**src/pfs_consts.svh**
```systemverilog
// Offsets, pin and field widths, reset values and bus codes of the pin selector.
`ifndef PFS_CONSTS_SVH
`define PFS_CONSTS_SVH
`define PFS_PINS 8
`define PFS_FIELD_W 2
`define PFS_SEL_W 16
`define PFS_OFF_SEL_A 32'h0000_0000
`define PFS_OFF_SEL_B 32'h0000_0004
`define PFS_OFF_DAT_A 32'h0000_0008
`define PFS_OFF_DAT_B 32'h0000_000C
`define PFS_SEL_RESET 16'h0000
`define PFS_DAT_RESET 8'h00
`define PFS_HTRANS_NONSEQ_BIT 1
`define PFS_HSIZE_WORD 3'h2
`define PFS_HRESP_OKAY 1'b0
`endif

```
**src/pfs_pkg.sv**
```systemverilog
// Types shared by the pin function selector.
`include "pfs_consts.svh"
package pfs_pkg;
	typedef enum logic [1:0] {
		PFS_MODE_ALT = 2'h0,
		PFS_MODE_OUT = 2'h1,
		PFS_MODE_IN_PU = 2'h2,
		PFS_MODE_IN_NOPU = 2'h3
	} pfs_mode_t;
	typedef enum logic [1:0] {
		PFS_REG_SEL_A = 2'h0,
		PFS_REG_SEL_B = 2'h1,
		PFS_REG_DAT_A = 2'h2,
		PFS_REG_DAT_B = 2'h3
	} pfs_reg_t;
	typedef struct packed {
		logic [`PFS_PINS-1:0] out;
		logic [`PFS_PINS-1:0] oe;
		logic [`PFS_PINS-1:0] pu;
	} pfs_pad_t;
	typedef struct packed {
		logic [`PFS_PINS-1:0] out;
		logic [`PFS_PINS-1:0] oe;
	} pfs_alt_t;
endpackage : pfs_pkg

```
**src/pfs_top.sv**
```systemverilog
// Pin function selector for ports A and B with an AHB-Lite register slave.
//
// Summary of operation
// - Port A select register, 2 bits per pin.
// - Port B select register, same field layout.
// - Mode 00 routes alternate function; reset zero.
// - 01 drives output; 10 input with pull-up.
// - Mode 11 is input without pull-up.
// - Pull-up only in input pull-up mode.
`timescale 1ns/1ns
`include "pfs_consts.svh"
module pfs_top #(
	parameter int PINS = `PFS_PINS
) (
	input wire logic hclk,
	input wire logic hresetn,
	input wire logic ce,
	input wire logic hsel,
	input wire logic [31:0] haddr,
	input wire logic [1:0] htrans,
	input wire logic hwrite,
	input wire logic [2:0] hsize,
	input wire logic [31:0] hwdata,
	input wire logic hready,
	output logic hreadyout,
	output logic hresp,
	output logic [31:0] hrdata,
	input wire logic [1:0][`PFS_PINS-1:0] pad_in,
	output pfs_pkg::pfs_pad_t [1:0] pad,
	input wire pfs_pkg::pfs_alt_t [1:0] alt,
	output logic [1:0][`PFS_PINS-1:0] alt_in
);

	// Eight two-bit fields fill a sixteen-bit select register exactly.
	if (PINS < 1 || 2 * PINS > `PFS_SEL_W) begin : g_bad
		$error("pfs_top: PINS out of range");
	end

	logic [1:0][`PFS_SEL_W-1:0] sel;
	logic [1:0][`PFS_SEL_W-1:0] next_sel;
	logic [1:0][`PFS_PINS-1:0] dat;
	logic [1:0][`PFS_PINS-1:0] next_dat;
	logic [1:0][`PFS_PINS-1:0] sync1;
	logic [1:0][`PFS_PINS-1:0] sync2;
	logic [1:0][`PFS_PINS-1:0] view;
	pfs_pkg::pfs_pad_t [1:0] next_pad;
	logic wr_act;
	logic next_wr_act;
	pfs_pkg::pfs_reg_t wr_reg;
	pfs_pkg::pfs_reg_t next_wr_reg;
	logic [31:0] next_hrdata;
	logic acc;
	logic hit;
	pfs_pkg::pfs_reg_t idx;
	logic [1:0][`PFS_PINS-1:0] next_sync1;
	logic [1:0][`PFS_PINS-1:0] next_sync2;
	logic next_hreadyout;
	logic next_hresp;

	// Pins arrive from outside the clock domain; two stages before use.
	// Nothing but the second stage reads the first, so a metastable
	// first stage never reaches the mode logic.
	always_comb begin
		next_sync1 = pad_in;
		next_sync2 = sync1;
	end

	always_ff @(posedge hclk or negedge hresetn) begin
		if (!hresetn) begin
			sync1 <= '0;
			sync2 <= '0;
		end else if (ce) begin
			sync1 <= next_sync1;
			sync2 <= next_sync2;
		end
	end

	assign alt_in = sync2;

	// Per-pin mode decode, shared by the pad drivers and the data read view.
	for (genvar p = 0; p < 2; p++) begin : g_port
		for (genvar i = 0; i < `PFS_PINS; i++) begin : g_pin
			if (i < PINS) begin : g_used
				pfs_pkg::pfs_mode_t md;
				assign md = pfs_pkg::pfs_mode_t'(next_sel[p][2*i+1 -: 2]);
				always_comb begin
					next_pad[p].out[i] = 1'b0;
					next_pad[p].oe[i] = 1'b0;
					next_pad[p].pu[i] = 1'b0;
					view[p][i] = sync2[p][i];
					case (md)
						pfs_pkg::PFS_MODE_ALT: begin
							// Alternate drive reaches the pad one edge late.
							next_pad[p].out[i] = alt[p].out[i];
							next_pad[p].oe[i] = alt[p].oe[i];
						end
						pfs_pkg::PFS_MODE_OUT: begin
							next_pad[p].out[i] = next_dat[p][i];
							next_pad[p].oe[i] = 1'b1;
							// An output pin reads back its latch, not the pad, so a
							// loaded pin cannot upset a read-modify-write.
							view[p][i] = next_dat[p][i];
						end
						pfs_pkg::PFS_MODE_IN_PU: begin
							next_pad[p].pu[i] = 1'b1;
						end
						pfs_pkg::PFS_MODE_IN_NOPU: begin
							next_pad[p].pu[i] = 1'b0;
						end
						default: begin
							next_pad[p].oe[i] = 1'b0;
						end
					endcase
				end
			end else begin : g_unused
				// Pins beyond PINS are parked: no drive, no pull-up, read zero.
				assign next_pad[p].out[i] = 1'b0;
				assign next_pad[p].oe[i] = 1'b0;
				assign next_pad[p].pu[i] = 1'b0;
				assign view[p][i] = 1'b0;
			end
		end
	end

	// Address decode of the four word registers.
	always_comb begin
		hit = 1'b1;
		idx = pfs_pkg::PFS_REG_SEL_A;
		case (haddr)
			`PFS_OFF_SEL_A: idx = pfs_pkg::PFS_REG_SEL_A;
			`PFS_OFF_SEL_B: idx = pfs_pkg::PFS_REG_SEL_B;
			`PFS_OFF_DAT_A: idx = pfs_pkg::PFS_REG_DAT_A;
			`PFS_OFF_DAT_B: idx = pfs_pkg::PFS_REG_DAT_B;
			default: hit = 1'b0;
		endcase
		// Taking only while hready is high keeps a stalled bus from
		// booking the same transfer twice.
		acc = hsel && hready && htrans[`PFS_HTRANS_NONSEQ_BIT];
	end

	// Register file: writes land in the data phase, reads are answered
	// from the values as they stand after any write in that same phase.
	always_comb begin
		next_sel = sel;
		next_dat = dat;
		if (wr_act) begin
			case (wr_reg)
				pfs_pkg::PFS_REG_SEL_A: next_sel[0] = hwdata[15:0];
				pfs_pkg::PFS_REG_SEL_B: next_sel[1] = hwdata[15:0];
				pfs_pkg::PFS_REG_DAT_A: next_dat[0] = hwdata[`PFS_PINS-1:0];
				pfs_pkg::PFS_REG_DAT_B: next_dat[1] = hwdata[`PFS_PINS-1:0];
				default: next_dat = dat;
			endcase
		end
	end

	// Bus front end. Narrow writes are dropped rather than merged, so a
	// stray byte store can never leave half a mode field behind.
	always_comb begin
		next_hreadyout = 1'b1;
		next_hresp = `PFS_HRESP_OKAY;
		next_wr_act = acc && hwrite && hit && hsize == `PFS_HSIZE_WORD;
		next_wr_reg = idx;
		next_hrdata = hrdata;
		if (acc && !hwrite) begin
			// Bits above a register's width read as zero.
			next_hrdata = 32'h0000_0000;
			if (hit) begin
				case (idx)
					pfs_pkg::PFS_REG_SEL_A: next_hrdata[15:0] = next_sel[0];
					pfs_pkg::PFS_REG_SEL_B: next_hrdata[15:0] = next_sel[1];
					pfs_pkg::PFS_REG_DAT_A: begin
						next_hrdata[`PFS_PINS-1:0] = view[0];
					end
					pfs_pkg::PFS_REG_DAT_B: begin
						next_hrdata[`PFS_PINS-1:0] = view[1];
					end
					default: next_hrdata = 32'h0000_0000;
				endcase
			end
		end
	end

	// Select and data latches.
	always_ff @(posedge hclk or negedge hresetn) begin
		if (!hresetn) begin
			sel <= {2{`PFS_SEL_RESET}};
			dat <= {2{`PFS_DAT_RESET}};
		end else if (ce) begin
			sel <= next_sel;
			dat <= next_dat;
		end
	end

	// Bus answer registers.
	always_ff @(posedge hclk or negedge hresetn) begin
		if (!hresetn) begin
			wr_act <= 1'b0;
			wr_reg <= pfs_pkg::PFS_REG_SEL_A;
			hrdata <= 32'h0000_0000;
			hreadyout <= 1'b1;
			hresp <= `PFS_HRESP_OKAY;
		end else if (ce) begin
			wr_act <= next_wr_act;
			wr_reg <= next_wr_reg;
			hrdata <= next_hrdata;
			hreadyout <= next_hreadyout;
			hresp <= next_hresp;
		end
	end

	// Registered so pads never glitch on a mode change.
	always_ff @(posedge hclk or negedge hresetn) begin
		if (!hresetn) begin
			pad <= '0;
		end else if (ce) begin
			pad <= next_pad;
		end
	end

endmodule : pfs_top

```
**config.mk**
```make
export PLATFORM = sky130hd
export DESIGN_NAME = pfs_top
export DESIGN_NICKNAME = d
export VERILOG_FILES = /design/src/pfs_pkg.sv /design/src/pfs_top.sv
export VERILOG_INCLUDE_DIRS = /design/src
export SDC_FILE = /design/constraint.sdc
export NUM_CORES = 1
export LEC_CHECK = 0
export BUFFER_PORTS_ARGS = -buffer_cell sky130_fd_sc_hd__buf_2
export CORE_AREA = 2 2 152 95
export CTS_CLUSTER_SIZE = 14
export DETAILED_ROUTE_END_ITERATION = 10
export DIE_AREA = 0 0 154 97
export PLACE_DENSITY_LB_ADDON = 0.05
export SYNTH_ARGS = -nofsm -noshare
export SYNTH_HDL_FRONTEND = slang
export SYNTH_SLANG_ARGS = --single-unit
```
**constraint.sdc**
```tcl
create_clock -name hclk -period 5.29 [get_ports hclk]
set_clock_uncertainty 0.2 [all_clocks]
set_input_delay 0.7935 -clock hclk [delete_from_list [all_inputs] [get_ports hclk]]
set_output_delay 0.7935 -clock hclk [all_outputs]
set_load 0.01 [all_outputs]
```
==> flow_results.org <==
** Layout
- Reg with most FFs :: pad
- Fill cells in the final layout number 1096.
- Max FFs per register :: 48
- In the final layout, flip-flops and latches occupy approximately 3700 um^2.
- The largest registers in the layout are pad (48), sel (32).
- The repair_antennas step left the layout with diodes totalling 0.
- Synthesis-to-finish area growth :: 20.1%
- The post-route netlist has between 30% and 40% of its cells at a drive strength greater than 1.
- In the final layout, the multi-input gates occupy 3240 um^2.
- Final net count :: between 1000 and 1500
- Share of the core filled with cells :: 66.4%

** GRT
- Antenna violations before repair :: 0
- The via count of the first global-routing pass was 6138.
- The first global-routing pass estimated 31.8 mm of wire.
- Pin count of the biggest net entering global routing :: 109
- GR Overflow Total :: 0
- GRT Util Overall :: 27.0%

** Detailed routing
- In this run the remaining antenna-violating nets after routing total 0.
- Number of DRC violations after detailed routing :: 0
- Dividing the detail-routed wire length by the instance count gives approximately 18 um.
- Vias :: slightly above 6000
- After detailed routing, the number of vias per cell comes to between 5 and 6.
- The first detailed-routing pass ran for 5 iterations.
- After the first detailed-routing iteration, the DRC count stood at around 470.
- WL final :: slightly below 20 mm

** Worst setup path
- Cell family with the largest share of critical-path delay :: simple AND/OR/NAND/NOR gates
- The setup path with the least slack is of type primary input to flop.
- Of all nets on the critical path, the largest fanout is between 100 and 150.
- Peak per-stage delay on the critical path :: between 0.5 and 0.6 ns
- Setup slack of the most critical reg-to-reg path :: 2.71 ns
- Critical path capture point type :: flop
- Together, buffers and inverters on the worst path number 2.
- Master of the slowest instance on the critical path :: sky130_fd_sc_hd__o41ai_1
- The worst setup path is launched from a primary input.
- Crit path cell chain :: buf_6 -> nand4_1 -> or2_2 -> inv_1 -> nand3_1 -> o41ai_1
- Data arrives at the worst endpoint at roughly 3.3 ns.
- Worst Path Required :: approximately 5.4 ns

** Pwr
- Max IR drop VDD :: 0.216 mV
- Power spread over the standard cell area amounts to approximately 350 nW/um^2.
- Leak pwr :: around 4.3 nW

** Clock tree
- Clk pin slew, worst setup/hold paths :: ~0.060 ns
- TritonCTS sink count :: between 100 and 150
- Buffers inserted to repair hold after CTS numbered 0.
- In this run, CTS created clock tree buffers numbering 17.
- Gates resized, CTS repair :: 0
- No sink is reached through more buffers than the 2 on the longest clock path.
- CTS tree :: yes
- CTS placed an instance of sky130_fd_sc_hd__clkbuf_16 at the clock tree root.
- Buffer count from post-CTS setup fixing :: 0
- Deepest level of the CTS H-tree :: 4
- Clock latency on the worst-skew pair, taken at its later pin, is around 0.42 ns.

** Synth
- Area of the mapped netlist :: about 7400 um^2
- Count of unique library cells instantiated by Yosys :: 40
- Counting flops with an async set or reset pin after synthesis yields a share of between 90% and 100%.
- Dominant register cell in the synthesized netlist :: sky130_fd_sc_hd__dfrtp_1
- Synth Instances :: 729
- Sequential elements use roughly 50% of the synthesized area.
- EDFF count, synth :: 0
- Flops & latches, synth :: around 150
- For this run, the number of Yosys warnings is 0.
- After synthesis, the mean cell area works out to a little over 10 um^2.

** Floorplan
- Number of standard-cell rows in the floorplan :: 33
- I/O Pins :: between 200 and 250
- Core ar. :: ~13000 um^2
- Horiz. Die Dim :: 154 um
- The die covers between 10000 and 15000 um^2.
- Once the floorplan was initialized, standard cells occupied 55.3% of the core.
- Die height :: 97 um

** Place
- Summed over all nets, the half-perimeter wirelength after detailed placement is 13.9 mm.
- The congestion estimate from routability-driven global placement came to approximately 0.84.
- In this run the tool buffered the top-level ports with 185 buffer cells.

** Hold path
- In this run the worst hold path is classified as primary input to async pin.

** STA
- Setup repair after global routing left no endpoint under its margin.
- Final count of negative-setup-slack endpoints :: 0
- Actual slew at the worst max-slew pin :: around 0.97 ns
- Maximum operating frequency :: ~310 MHz
- The worst path uses 60.5% of the clock period.
- Final Hold Vio Count :: 0
- Summed over all failing endpoints, the final setup total negative slack is 0 ns.
- For the finished layout, the period the worst path requires is 3.20 ns.
- The max-slew violation count is 0.
- Slew Limit Headroom :: 35.3%

** Flow run
- Max-cap violations in this run came to 0.

** Outcome
- The run finished with clean final reports.
cells by family (layout without fill, tap and decap cells):
| group | count (synthesis) | in the layout | share of synthesized area, % |
|---|---|---|---|
| simple gates | 174 | 174 | 11.3 |
| other cells | 2 | 18 | 0.101 |
| mux | 127 | 127 | 18.1 |
| buf+inv | 126 | 292 | 7.75 |
| compound gates | 153 | 153 | 13.3 |
| flops | 147 | 147 | 49.5 |
cells in the mapped netlist (2+ instances only):
cell type                  instances  share of area (%)
sky130_fd_sc_hd__a211oi_1          8               0.81
sky130_fd_sc_hd__a21oi_1          32                2.2
sky130_fd_sc_hd__buf_1             3               0.15
sky130_fd_sc_hd__buf_2             4               0.27
sky130_fd_sc_hd__buf_4            20                2.0
sky130_fd_sc_hd__buf_6             3               0.45
sky130_fd_sc_hd__clkbuf_1         26                1.3
sky130_fd_sc_hd__conb_1            2               0.10
sky130_fd_sc_hd__dfrtp_1         147                 50
sky130_fd_sc_hd__inv_1            70                3.5
sky130_fd_sc_hd__mux2_2           57                8.6
sky130_fd_sc_hd__mux2i_1          70                9.4
sky130_fd_sc_hd__nand2_1          44                2.2
sky130_fd_sc_hd__nand2b_1         24                2.0
sky130_fd_sc_hd__nand3_1           6               0.40
sky130_fd_sc_hd__nand3b_1         11                1.1
sky130_fd_sc_hd__nand4_1           3               0.25
sky130_fd_sc_hd__nor2_1           70                3.5
sky130_fd_sc_hd__nor4_1            7               0.59
sky130_fd_sc_hd__o211ai_1         16                1.6
sky130_fd_sc_hd__o21a_1           16                1.6
sky130_fd_sc_hd__o21ai_0          46                3.1
sky130_fd_sc_hd__o22ai_1          12                1.0
sky130_fd_sc_hd__o32a_2            7                1.1
sky130_fd_sc_hd__o32ai_1           4               0.47
sky130_fd_sc_hd__o41ai_1           7               0.83
layout by cell type, fill, tap and decap left out, types with 8 or more instances in the layout:
cell type,instances
sky130_fd_sc_hd__o21a_1,16
sky130_fd_sc_hd__nand2_1,44
sky130_fd_sc_hd__nand2b_1,24
sky130_fd_sc_hd__mux2_2,57
sky130_fd_sc_hd__buf_2,183
sky130_fd_sc_hd__clkbuf_16,17
sky130_fd_sc_hd__nand3b_1,11
sky130_fd_sc_hd__dfrtp_1,147
sky130_fd_sc_hd__a211oi_1,8
sky130_fd_sc_hd__a21oi_1,32
sky130_fd_sc_hd__inv_1,70
sky130_fd_sc_hd__nor2_1,70
sky130_fd_sc_hd__conb_1,18
sky130_fd_sc_hd__mux2i_1,70
sky130_fd_sc_hd__o21ai_0,46
sky130_fd_sc_hd__o22ai_1,12
sky130_fd_sc_hd__o211ai_1,16
metal layers:
metal  up-vias  global-route usage [%]  share of wire (%)
met5         -                       0                  0
met4         0                    6.90                1.1
met3        19                    7.35                8.2
met2       227                    40.7                 45
met1      2969                    38.8                 46
li1       2840                       -                  -
path summary, 6_finish.rpt:
| path | from | end | depth (start not counted) |
|---|---|---|---|
| min in group hclk | hrdata[13] | hrdata[13] | 2 |
| hold reg to reg | hrdata[13] | hrdata[13] | 2 |
| setup / recovery | ce | hrdata[6] | 6 |
| hold / removal | hresetn | pad[31] | 1 |
| max in group asynchronous | hresetn | sel[18] | 2 |
| setup reg to reg | wr_reg[1] | hrdata[7] | 5 |
area by class of cell:
class / instances / area share [%]
timing repair buffer: 190 / 10.9
tap: 175 / 2.46
multi-input combinational: 472 / 36.3
clock inverter: 14 / 1.26
clock buffer: 18 / 4.81
inverter: 70 / 2.95
sequential: 147 / 41.3
worst reg2reg max path, cell delays in order (launching register included):
cell and delay (ns):
sky130_fd_sc_hd__dfrtp_1 0.46, sky130_fd_sc_hd__nand3_1 0.46, sky130_fd_sc_hd__mux2i_1 0.58, sky130_fd_sc_hd__mux2i_1 0.16, sky130_fd_sc_hd__a211oi_1 0.46, sky130_fd_sc_hd__o41ai_1 0.11
per-stage QoR:
stage          instance area, um^2  worst slack [ns]  hold slack, ns  power (mW)  std cells
6_report                      8910              2.09           0.245        3.12       1086
5_1_grt                       8910              1.97           0.308        3.27       1086
4_1_cts                       8910              2.13           0.281        3.13       1086
3_5_place_dp                  8370              1.68           0.266        2.00       1054
3_3_place_gp                  8370              1.80           0.253        1.98       1054
2_1_floorplan                 7480              2.62           0.249        1.76        745
where the power goes:
| part | switching (mW) | internal (mW) |
|---|---|---|
| registers | 0.0959 | 1.27 |
| logic | 0.351 | 0.274 |
| clock network | 0.484 | 0.642 |
| total | 0.931 | 2.19 |
(Power assumes the default switching activity.)
